<file path="config.mk">
export PLATFORM = sky130hd
export DESIGN_NAME = qmc_status
export DESIGN_NICKNAME = d
export VERILOG_FILES = /design/src/core/qmc_pkg.sv /design/src/core/qmc_status.sv
export SDC_FILE = /design/constraint.sdc
export NUM_CORES = 1
export LEC_CHECK = 0
export ABC_AREA = 1
export BUFFER_PORTS_ARGS = -buffer_cell sky130_fd_sc_hd__buf_4
export CAP_MARGIN = 20
export CORE_UTILIZATION = 38
export CTS_BUF_LIST = sky130_fd_sc_hd__clkbuf_2 sky130_fd_sc_hd__clkbuf_4 sky130_fd_sc_hd__clkbuf_8
export DETAILED_ROUTE_END_ITERATION = 8
export GPL_TIMING_DRIVEN = 1
export PLACE_DENSITY_LB_ADDON = 0.15
export SLEW_MARGIN = 20
export SYNTH_ARGS = -nofsm -noshare
export SYNTH_HDL_FRONTEND = slang
export SYNTH_HIERARCHICAL = 1
export SYNTH_SLANG_ARGS = --single-unit
</file>
<file path="constraint.sdc">
create_clock -name core_clk -period 2.14 [get_ports core_clk]
set_input_delay 0.214 -clock core_clk [delete_from_list [all_inputs] [get_ports core_clk]]
set_output_delay 0.214 -clock core_clk [all_outputs]
set_load 0.03 [all_outputs]
</file>
<file path="src/core/qmc_pkg.sv">
// Constants shared by the modulation and calibration questionable status groups.
package qmc_pkg;
  localparam int          REG_W         = 16;
  localparam int          SEL_W         = 4;
  // Command selectors for the query and write port.
  localparam logic [3:0]  SEL_MOD_COND  = 4'h0;
  localparam logic [3:0]  SEL_MOD_PTR   = 4'h1;
  localparam logic [3:0]  SEL_MOD_NTR   = 4'h2;
  localparam logic [3:0]  SEL_MOD_EVENT = 4'h3;
  localparam logic [3:0]  SEL_MOD_ENA   = 4'h4;
  localparam logic [3:0]  SEL_CAL_COND  = 4'h8;
  localparam logic [3:0]  SEL_CAL_PTR   = 4'h9;
  localparam logic [3:0]  SEL_CAL_NTR   = 4'hA;
  localparam logic [3:0]  SEL_CAL_EVENT = 4'hB;
  localparam logic [3:0]  SEL_CAL_ENA   = 4'hC;
  // Modulation condition bit positions.
  localparam int          MOD_EXT1_UNDER_BIT = 0;
  localparam int          MOD_EXT1_OVER_BIT  = 1;
  localparam int          MOD_EXT2_UNDER_BIT = 2;
  localparam int          MOD_EXT2_OVER_BIT  = 3;
  localparam int          MOD_UNCAL_BIT      = 4;
  // Calibration condition bit positions, full and reduced layouts.
  localparam int          CAL_IQ_FAIL_BIT       = 0;
  localparam int          CAL_ZERO_FAIL_BIT     = 1;
  localparam int          CAL_RED_ZERO_FAIL_BIT = 0;
  // Bits that can ever be set in each layout.
  localparam logic [15:0] MOD_IMPL_MASK     = 16'h001F;
  localparam logic [15:0] CAL_FULL_MASK     = 16'h0003;
  localparam logic [15:0] CAL_RED_MASK      = 16'h0001;
  // Parent questionable condition summary positions.
  localparam int          PARENT_MOD_BIT    = 7;
  localparam int          PARENT_CAL_BIT    = 8;
  // Reset values of the writable registers.
  localparam logic [15:0] PTR_RESET         = 16'hFFFF;
  localparam logic [15:0] NTR_RESET         = 16'h0000;
  localparam logic [15:0] ENA_RESET         = 16'h0000;
endpackage

</file>
<file path="src/core/qmc_status.sv">
// Modulation and calibration questionable status groups with their query port.
// How it works
// - Modulation condition bits 0..4: ext1 under/over, ext2 under/over, uncalibrated.
// - Modulation condition bits 5 to 15 always read zero.
// - Condition registers track live inputs each cycle and ignore writes.
// - Positive filter passes 0-to-1 changes, negative filter passes 1-to-0 changes.
// - An enabled transition sets the event bit, which then holds.
// - Reading an event register returns its contents then clears it.
// - Modulation enable selects event bits feeding parent bit 7.
// - Values written and returned are plain binary weighted sums of bits.
// - Full calibration layout: bit 0 I/Q failure, bit 1 zero-calibration failure.
// - Full calibration layout: bits 2 to 15 always read zero.
// - Reduced calibration layout: bit 0 zero-calibration failure, others zero.
// - Calibration summary drives parent bit 8.
// - Absent groups read zero on every query; absent bits read zero in the condition and event registers.
// - Calibration has its own filters and read-cleared event register.
// - Calibration enable selects event bits feeding the calibration summary.
`timescale 1ns/100ps

module qmc_group #(
  parameter logic [15:0] IMPL_MASK = 16'h0000
) (
  input  wire logic        core_clk,
  input  wire logic        nrst,
  input  wire logic [15:0] live_cond,
  input  wire logic        wr_ptr,
  input  wire logic        wr_ntr,
  input  wire logic        wr_ena,
  input  wire logic [15:0] wdata,
  input  wire logic        rd_event,
  output logic      [15:0] cond,
  output logic      [15:0] ptr,
  output logic      [15:0] ntr,
  output logic      [15:0] event_bits,
  output logic      [15:0] enable,
  output logic             summary
);
  logic [15:0] next_cond;
  logic [15:0] trans_set;

  // Unused positions are forced low here so no event can ever arise on them.
  assign next_cond = live_cond & IMPL_MASK;
  assign trans_set = (next_cond & ~cond & ptr)
                   | (~next_cond & cond & ntr);

  always_ff @(posedge core_clk) begin
    if (!nrst) begin
      cond <= 16'h0000;
    end else begin
      cond <= next_cond;
    end
  end

  always_ff @(posedge core_clk) begin
    if (!nrst) begin
      ptr    <= qmc_pkg::PTR_RESET;
      ntr    <= qmc_pkg::NTR_RESET;
      enable <= qmc_pkg::ENA_RESET;
    end else begin
      if (wr_ptr) begin
        ptr <= wdata;
      end
      if (wr_ntr) begin
        ntr <= wdata;
      end
      if (wr_ena) begin
        enable <= wdata;
      end
    end
  end

  // A transition landing in the read cycle survives the clear, so it is never lost.
  always_ff @(posedge core_clk) begin
    if (!nrst) begin
      event_bits <= 16'h0000;
    end else if (rd_event) begin
      event_bits <= trans_set;
    end else begin
      event_bits <= event_bits | trans_set;
    end
  end

  always_ff @(posedge core_clk) begin
    if (!nrst) begin
      summary <= 1'b0;
    end else begin
      summary <= |(event_bits & enable);
    end
  end

  property p_rise_sets_event;
    @(posedge core_clk) disable iff (!nrst)
      (next_cond[0] && !cond[0] && ptr[0]) |=> event_bits[0];
  endproperty
  a_rise_sets_event: assert property (p_rise_sets_event) else $error("rise did not set event");

  property p_fall_sets_event;
    @(posedge core_clk) disable iff (!nrst)
      (!next_cond[1] && cond[1] && ntr[1]) |=> event_bits[1];
  endproperty
  a_fall_sets_event: assert property (p_fall_sets_event) else $error("fall did not set event");

  property p_event_holds;
    @(posedge core_clk) disable iff (!nrst)
      (event_bits[0] && !rd_event) |=> event_bits[0];
  endproperty
  a_event_holds: assert property (p_event_holds) else $error("event bit dropped without read");

  property p_no_spurious_event;
    @(posedge core_clk) disable iff (!nrst)
      (!event_bits[2] && !trans_set[2]) |=> !event_bits[2];
  endproperty
  a_no_spurious_event: assert property (p_no_spurious_event) else $error("event set without transition");

  property p_read_clears;
    @(posedge core_clk) disable iff (!nrst)
      (rd_event && trans_set == 16'h0000) |=> (event_bits == 16'h0000);
  endproperty
  a_read_clears: assert property (p_read_clears) else $error("event read did not clear");

  property p_cond_follows;
    @(posedge core_clk) disable iff (!nrst)
      1'b1 |=> (cond == ($past(live_cond) & IMPL_MASK));
  endproperty
  a_cond_follows: assert property (p_cond_follows) else $error("condition did not follow input");

  property p_unused_zero;
    @(posedge core_clk) disable iff (!nrst)
      ((cond & ~IMPL_MASK) == 16'h0000) && ((event_bits & ~IMPL_MASK) == 16'h0000);
  endproperty
  a_unused_zero: assert property (p_unused_zero) else $error("unused bit nonzero");

  property p_summary;
    @(posedge core_clk) disable iff (!nrst)
      ##1 (summary == $past(|(event_bits & enable)));
  endproperty
  a_summary: assert property (p_summary) else $error("summary mismatch");

  property p_write_stores;
    @(posedge core_clk) disable iff (!nrst)
      wr_ena |=> (enable == $past(wdata)) ##1 ($past(wr_ena) || enable == $past(wdata, 2));
  endproperty
  a_write_stores: assert property (p_write_stores) else $error("enable not stored");
endmodule // qmc_group

module qmc_status #(
  parameter bit MOD_GROUP_PRESENT = 1'b1,
  parameter bit CAL_FULL          = 1'b1,
  parameter bit CAL_IQ_PRESENT    = 1'b1,
  parameter bit CAL_ZERO_PRESENT  = 1'b1
) (
  input  wire logic        core_clk,
  input  wire logic        nrst,
  input  wire logic        mod_ext1_under,
  input  wire logic        mod_ext1_over,
  input  wire logic        mod_ext2_under,
  input  wire logic        mod_ext2_over,
  input  wire logic        mod_uncal,
  input  wire logic        cal_iq_fail,
  input  wire logic        cal_dc_freq_phase_mod_zero_fail,
  input  wire logic        cmd_valid,
  input  wire logic        cmd_write,
  input  wire logic [3:0]  cmd_sel,
  input  wire logic [15:0] cmd_wdata,
  output logic             rsp_valid,
  output logic      [15:0] rsp_data,
  output logic             rsp_error,
  output logic             parent_mod_summary,
  output logic             parent_cal_summary
);
  localparam logic [15:0] MOD_MASK = MOD_GROUP_PRESENT ? qmc_pkg::MOD_IMPL_MASK : 16'h0000;
  localparam logic [15:0] CAL_MASK = CAL_FULL
    ? (qmc_pkg::CAL_FULL_MASK & {14'h0000, CAL_ZERO_PRESENT, CAL_IQ_PRESENT})
    : (qmc_pkg::CAL_RED_MASK & {15'h0000, CAL_ZERO_PRESENT});

  // The reduced layout has no I/Q failure position to carry.
  if (!CAL_FULL && CAL_IQ_PRESENT) begin : g_bad_variant
    $error("reduced calibration layout cannot carry the I/Q failure flag");
  end

  logic [15:0] mod_live;
  logic [15:0] cal_live;
  logic [15:0] mod_cond, mod_ptr, mod_ntr, mod_event, mod_ena;
  logic [15:0] cal_cond, cal_ptr, cal_ntr, cal_event, cal_ena;
  logic        mod_sum;
  logic        cal_sum;
  logic        do_wr;
  logic        do_rd;
  logic [15:0] next_rsp_data;
  logic        next_rsp_error;

  always_comb begin
    mod_live = 16'h0000;
    mod_live[qmc_pkg::MOD_EXT1_UNDER_BIT] = mod_ext1_under;
    mod_live[qmc_pkg::MOD_EXT1_OVER_BIT]  = mod_ext1_over;
    mod_live[qmc_pkg::MOD_EXT2_UNDER_BIT] = mod_ext2_under;
    mod_live[qmc_pkg::MOD_EXT2_OVER_BIT]  = mod_ext2_over;
    mod_live[qmc_pkg::MOD_UNCAL_BIT]      = mod_uncal;
  end

  always_comb begin
    cal_live = 16'h0000;
    if (CAL_FULL) begin
      cal_live[qmc_pkg::CAL_IQ_FAIL_BIT]   = cal_iq_fail;
      cal_live[qmc_pkg::CAL_ZERO_FAIL_BIT] = cal_dc_freq_phase_mod_zero_fail;
    end else begin
      cal_live[qmc_pkg::CAL_RED_ZERO_FAIL_BIT] = cal_dc_freq_phase_mod_zero_fail;
    end
  end

  assign do_wr = cmd_valid && cmd_write;
  assign do_rd = cmd_valid && !cmd_write;

  qmc_group #(.IMPL_MASK(MOD_MASK)) u_mod (
    .core_clk   (core_clk),
    .nrst       (nrst),
    .live_cond  (mod_live),
    .wr_ptr     (do_wr && cmd_sel == qmc_pkg::SEL_MOD_PTR && MOD_GROUP_PRESENT),
    .wr_ntr     (do_wr && cmd_sel == qmc_pkg::SEL_MOD_NTR && MOD_GROUP_PRESENT),
    .wr_ena     (do_wr && cmd_sel == qmc_pkg::SEL_MOD_ENA && MOD_GROUP_PRESENT),
    .wdata      (cmd_wdata),
    .rd_event   (do_rd && cmd_sel == qmc_pkg::SEL_MOD_EVENT),
    .cond       (mod_cond),
    .ptr        (mod_ptr),
    .ntr        (mod_ntr),
    .event_bits (mod_event),
    .enable     (mod_ena),
    .summary    (mod_sum)
  );

  qmc_group #(.IMPL_MASK(CAL_MASK)) u_cal (
    .core_clk   (core_clk),
    .nrst       (nrst),
    .live_cond  (cal_live),
    .wr_ptr     (do_wr && cmd_sel == qmc_pkg::SEL_CAL_PTR),
    .wr_ntr     (do_wr && cmd_sel == qmc_pkg::SEL_CAL_NTR),
    .wr_ena     (do_wr && cmd_sel == qmc_pkg::SEL_CAL_ENA),
    .wdata      (cmd_wdata),
    .rd_event   (do_rd && cmd_sel == qmc_pkg::SEL_CAL_EVENT),
    .cond       (cal_cond),
    .ptr        (cal_ptr),
    .ntr        (cal_ntr),
    .event_bits (cal_event),
    .enable     (cal_ena),
    .summary    (cal_sum)
  );

  assign parent_mod_summary = mod_sum;
  assign parent_cal_summary = cal_sum;

  // Writes to condition or event registers are refused and flagged, never stored.
  always_comb begin
    next_rsp_data  = 16'h0000;
    next_rsp_error = 1'b0;
    case (cmd_sel)
      qmc_pkg::SEL_MOD_COND: begin
        next_rsp_data  = cmd_write ? 16'h0000 : mod_cond;
        next_rsp_error = cmd_write;
      end
      qmc_pkg::SEL_MOD_EVENT: begin
        next_rsp_data  = cmd_write ? 16'h0000 : mod_event;
        next_rsp_error = cmd_write;
      end
      qmc_pkg::SEL_MOD_PTR: begin
        next_rsp_data = (cmd_write || !MOD_GROUP_PRESENT) ? 16'h0000 : mod_ptr;
      end
      qmc_pkg::SEL_MOD_NTR: begin
        next_rsp_data = (cmd_write || !MOD_GROUP_PRESENT) ? 16'h0000 : mod_ntr;
      end
      qmc_pkg::SEL_MOD_ENA: begin
        next_rsp_data = (cmd_write || !MOD_GROUP_PRESENT) ? 16'h0000 : mod_ena;
      end
      qmc_pkg::SEL_CAL_COND: begin
        next_rsp_data  = cmd_write ? 16'h0000 : cal_cond;
        next_rsp_error = cmd_write;
      end
      qmc_pkg::SEL_CAL_EVENT: begin
        next_rsp_data  = cmd_write ? 16'h0000 : cal_event;
        next_rsp_error = cmd_write;
      end
      qmc_pkg::SEL_CAL_PTR: begin
        next_rsp_data = cmd_write ? 16'h0000 : cal_ptr;
      end
      qmc_pkg::SEL_CAL_NTR: begin
        next_rsp_data = cmd_write ? 16'h0000 : cal_ntr;
      end
      qmc_pkg::SEL_CAL_ENA: begin
        next_rsp_data = cmd_write ? 16'h0000 : cal_ena;
      end
      default: begin
        next_rsp_error = 1'b1;
      end
    endcase
  end

  always_ff @(posedge core_clk) begin
    if (!nrst) begin
      rsp_valid <= 1'b0;
      rsp_data  <= 16'h0000;
      rsp_error <= 1'b0;
    end else begin
      rsp_valid <= cmd_valid;
      rsp_data  <= cmd_valid ? next_rsp_data : 16'h0000;
      rsp_error <= cmd_valid && next_rsp_error;
    end
  end

  property p_event_read_returns_old;
    @(posedge core_clk) disable iff (!nrst)
      (cmd_valid && !cmd_write && cmd_sel == qmc_pkg::SEL_MOD_EVENT) |=> (rsp_valid && rsp_data == $past(mod_event));
  endproperty
  a_event_read_returns_old: assert property (p_event_read_returns_old) else $error("event read data wrong");

  property p_cond_write_ignored;
    @(posedge core_clk) disable iff (!nrst)
      (cmd_valid && cmd_write && cmd_sel == qmc_pkg::SEL_CAL_COND) |=> (rsp_error && rsp_data == 16'h0000);
  endproperty
  a_cond_write_ignored: assert property (p_cond_write_ignored) else $error("condition write not refused");

  property p_mod_high_zero;
    @(posedge core_clk) disable iff (!nrst)
      (mod_cond[15:5] == 11'h000) && (cal_cond[15:2] == 14'h0000);
  endproperty
  a_mod_high_zero: assert property (p_mod_high_zero) else $error("reserved condition bit set");
endmodule // qmc_status

</file>
# == Yosys cells after proc, flatten, opt, wreduce, memory -nomap -nowiden ==
# Index checks and enable logic that the tools add are counted.
# word_totals
register_bits,180
out_inout_bits,20
wordCells,76
# classes
eq_ne,9
mux,14
bitwise,18
n_reduce_logical,18
# op_table
cell,n
2-to-1 mux 16 bit,12
one-hot mux 16 bit (10 select lines),1
bitwise AND 16 bit,8
OR 16 bit,4
inverter 16 bit,2
OR reduction 16 bit,2
"== test 4 bit, second input constant",5
bitwise AND 2 x 16 -> 16 bit,1
bitwise AND 5 x 16 -> 16 bit,1
inverter 2 -> 16 bit,1
inverter 5 -> 16 bit,1
logical AND 1 bit,11
"== test 4 x 2 -> 1 bit, second input constant",2
OR reduction 6 bit,1
"== test 4 x 1 -> 1 bit, second input constant",1
"== test 4 x 3 -> 1 bit, second input constant",1
zero test 4 bit,1
OR reduction 4 bit,1
one-hot mux 1 bit (2 select lines),1
AND reduction 2 bit,1
zero test 1 bit,1

# == Logic depth before layout (Yosys ltp) ==
# logic_depth
depth_word,6
depth_mapped,10
mapped_depth_nobuf,9

# == Modules after synthesis ==
# The synthesis kept the hierarchy.
# modules_own_cells
module,instances,cells_each,area_each_um2,seq_area_each_um2
qmc_status,1,688,3119.2,360.3
qmc_group at u_mod,1,303,2298.5,1181.1
qmc_group at u_cal,1,266,2073.2,1061.0

# == Least setup slack after synthesis ==
# No wires, ideal clock.
# synth_path
path_type,input port to flip-flop
startpoint,input cmd_write
endpoint,register u_mod.enable[10]
setup_time_ps,116
arrival_ps,1924
t_required_ps,2024
slack_ps,101
cell_stages,9
path_buffers,4
path_cell_list,buf_2 > buf_2 > buf_2 > nand2_1 > nor4_1 > inv_2 > buf_6 > nor2_1 > nor2_1
# synth_via
elab_chain_cells,2
# synth_lines
item,line,text
from (decl),qmc_status.sv:162,"input wire logic cmd_write,"
logical AND 1 bit,qmc_status.sv:211,assign do_wr = cmd_valid && cmd_write;
logical AND 1 bit,qmc_status.sv:220,".wr_ena (do_wr && cmd_sel == qmc_pkg::SEL_MOD_ENA && MOD_GROUP_PRESENT),"
to (signal assigned),qmc_status.sv:58,enable <= qmc_pkg::ENA_RESET;
to (signal assigned),qmc_status.sv:67,enable <= wdata;
to (decl),qmc_status.sv:35,"output logic [15:0] enable,"
# No other way between the ends.
# A chain may end at the register's enable or synchronous reset.

# == Worst setup path in the final report ==
# layout_path
startpoint,input cmd_sel[1]
endpoint,register u_mod.enable[7]
# layout_via
elab_chain_cells,2
# layout_lines
item,line,text
from (decl),qmc_status.sv:163,"input wire logic [3:0] cmd_sel,"
== test 4 x 3 -> 1 bit,qmc_status.sv:220,
logical AND 1 bit,qmc_status.sv:220,
# No other way between the ends.

==> results.json <==
{
  "status": "finished, final reports clean",
  "grt_setup_unrepaired": "false",
  "cp_top_family": "simple AND/OR/NAND/NOR gates",
  "finalCritPeriodShare": 0.6147,
  "fmax_ghz": 0.7601,
  "track_usage": 0.2304,
  "r2r_end": "rsp_data[12]",
  "reg2reg_depth": 8,
  "cp_max_fo": 16,
  "postRouteWirelength_um": 22380,
  "hp-class": "in -> reg",
  "grt_max_degree": 113,
  "peakVddDrop_mv": 0.3469,
  "root_buffer": "clkbuf_8",
  "drv_cap": 0,
  "drt-vias-per-instance": 4.546,
  "fin_nets": 1325,
  "syn_to_final_growth_pct": 13.15,
  "drc": 0,
  "critPathBufInv": 4,
  "skew_ps": 10.40,
  "place_hpwl_um": 14820,
  "antenna_found_initial": 0,
  "die_y_um": 142.4,
  "netlist_instances": 1256,
  "port_buffers": 50,
  "diodes": 0,
  "num_rows": 50,
  "totalPowerFinal_mw": 5.625,
  "drtIter0Drc": 572,
  "cts_buffer_depth": 2,
  "regToRegSetupSlack_ps": 1040,
  "final_antenna_net_count": 0,
  "die_area_um2": 20270,
  "gp_congestion": 0.8376,
  "core_um2": 19020,
  "worst_pin_slew_ps": 894.5,
  "die_w_um": 142.4,
  "dr.pass1.iters": 5,
  "slowest_delay_ps": 310,
  "cp_cell_sequence": "buf_4 > nor2_4 > inv_1 > nor4_2 > buf_4 > inv_2 > nor2_1 > nor2_1",
  "insertion_delay_ps": 440,
  "critPathCapture": "u_mod/enable[7]",
  "fin_crit_ps": 1316,
  "cts_resized": 0,
  "cts_buffers": 17,
  "slowest_stage": "nor2_4",
  "cp-startpoint": "cmd_sel[1]",
  "cp-end-kind": "register",
  "required_ps": 2480,
  "power.density_nw_per_um2": 664.0,
  "numClockSinks": 130,
  "final_util": 0.4455,
  "grt_pass1_vias": 6047,
  "hold_violations": 0,
  "syn-cell-area_um2": 7487,
  "path_clk_slew_ps": 80,
  "slew_headroom": 0.4030,
  "startpoint_type": "input port",
  "fillers": 2108,
  "finalMaxSlewViolations": 0,
  "vias": 7123,
  "setup_viol": 0,
  "grt_pass1_wl_um": 35140,
  "start_util": 0.3937,
  "crit_cells": 8,
  "fin_setup_tns_ps": 0,
  "syn_avg_cell_area_um2": 5.961,
  "synth_warnings": 6,
  "path_class": "in -> reg",
  "cts_tree": "built",
  "post_cts_buffers": 0,
  "ios": 51,
  "grt-ovfl-total": 0,
  "layout-drive-gt1-share": 0.09946,
  "wl_per_cell_um": 14.28,
  "rr_startpoint": "u_cal/enable[12]",
  "power.leakage_nw": 4.563,
  "arrival_ps": 1650,
  "cts.htree.levels": 4
}
sequential cells by signal (all words and copies together) (netlist names), 5 cells and up:
name              flops
u_cal/ptr            16
u_mod/ptr            16
u_mod/event_bits      5
u_mod/enable         16
u_cal/enable         16
rsp_data             16
u_cal/ntr            16
u_mod/ntr            16
u_mod/cond            5
repair_timing:
action	CTS	global route
setup endpoints to repair	0	0
hold endpoints to repair	7	0
hold buffers	7	0
tightest hold or removal path, cell delays in order:
cell and delay [ps]:
buf_4 130, nand2_1 60, nand3_1 70
through the flow:
stage | hold slack [ps] | setup WS (ps) | std cells | area, um2
3_5_place_dp | 418.1 | 393.0 | 1528 | 7913
3_3_place_gp | 413.5 | 112.1 | 1528 | 7910
2_1_floorplan | 307.5 | 100.5 | 1304 | 7667
4_1_cts | 28.12 | 863.3 | 1567 | 8472
6_report | 48.48 | 824.4 | 1567 | 8472
5_1_grt | 24.46 | 774.3 | 1567 | 8472
cell usage in the layout (no fill, tap or decap), types with 8 or more instances in the layout:
cell type	count
nor2_1	290
nand2_1	260
inv_1	199
nand3_1	152
dfxtp_1	130
buf_4	75
o21ai_0	59
conb_1	50
clkbuf_8	22
nand4_1	17
nor2_2	8
worst min-delay path by stage:
stage	from	endpoint	slack [ps]	cells after the start
floorplan	cal_iq_fail	u_cal/cond[0]	310	2
CTS	cmd_wdata[10]	u_cal/ptr[10]	30	3
finish	cmd_wdata[10]	u_cal/ptr[10]	50	3
global route	cmd_wdata[14]	u_cal/ptr[14]	20	3
detailed placement	cal_iq_fail	u_cal/cond[0]	420	3
global placement	cal_iq_fail	u_cal/cond[0]	410	3
final cells by class:
cell class,count,area [um2],share of cell area
clock inverters,8,171.4,0.02023
inverters,207,777.0,0.09171
well taps,260,325.3,0.03840
flip-flops and latches,130,2603,0.3072
multi-input cells,853,3585,0.4231
clock buffers,24,317.8,0.03751
repair buffers,85,693.2,0.08182
layer usage:
metal / part of all wire / GRT usage
met1: 0.52 / 0.3540
met4: 0.010 / 0.05207
met2: 0.40 / 0.3225
met5: 0 / 0
met3: 0.070 / 0.04711
power breakdown:
part / switching (mW) / internal (mW) / leakage [nW]
Combinational: 0.380 / 0.172 / 3.26
Clock: 0.998 / 1.57 / 0.246
Sequential: 0.0348 / 2.47 / 1.06
Note: power is estimated with default switching activity, not from simulation.
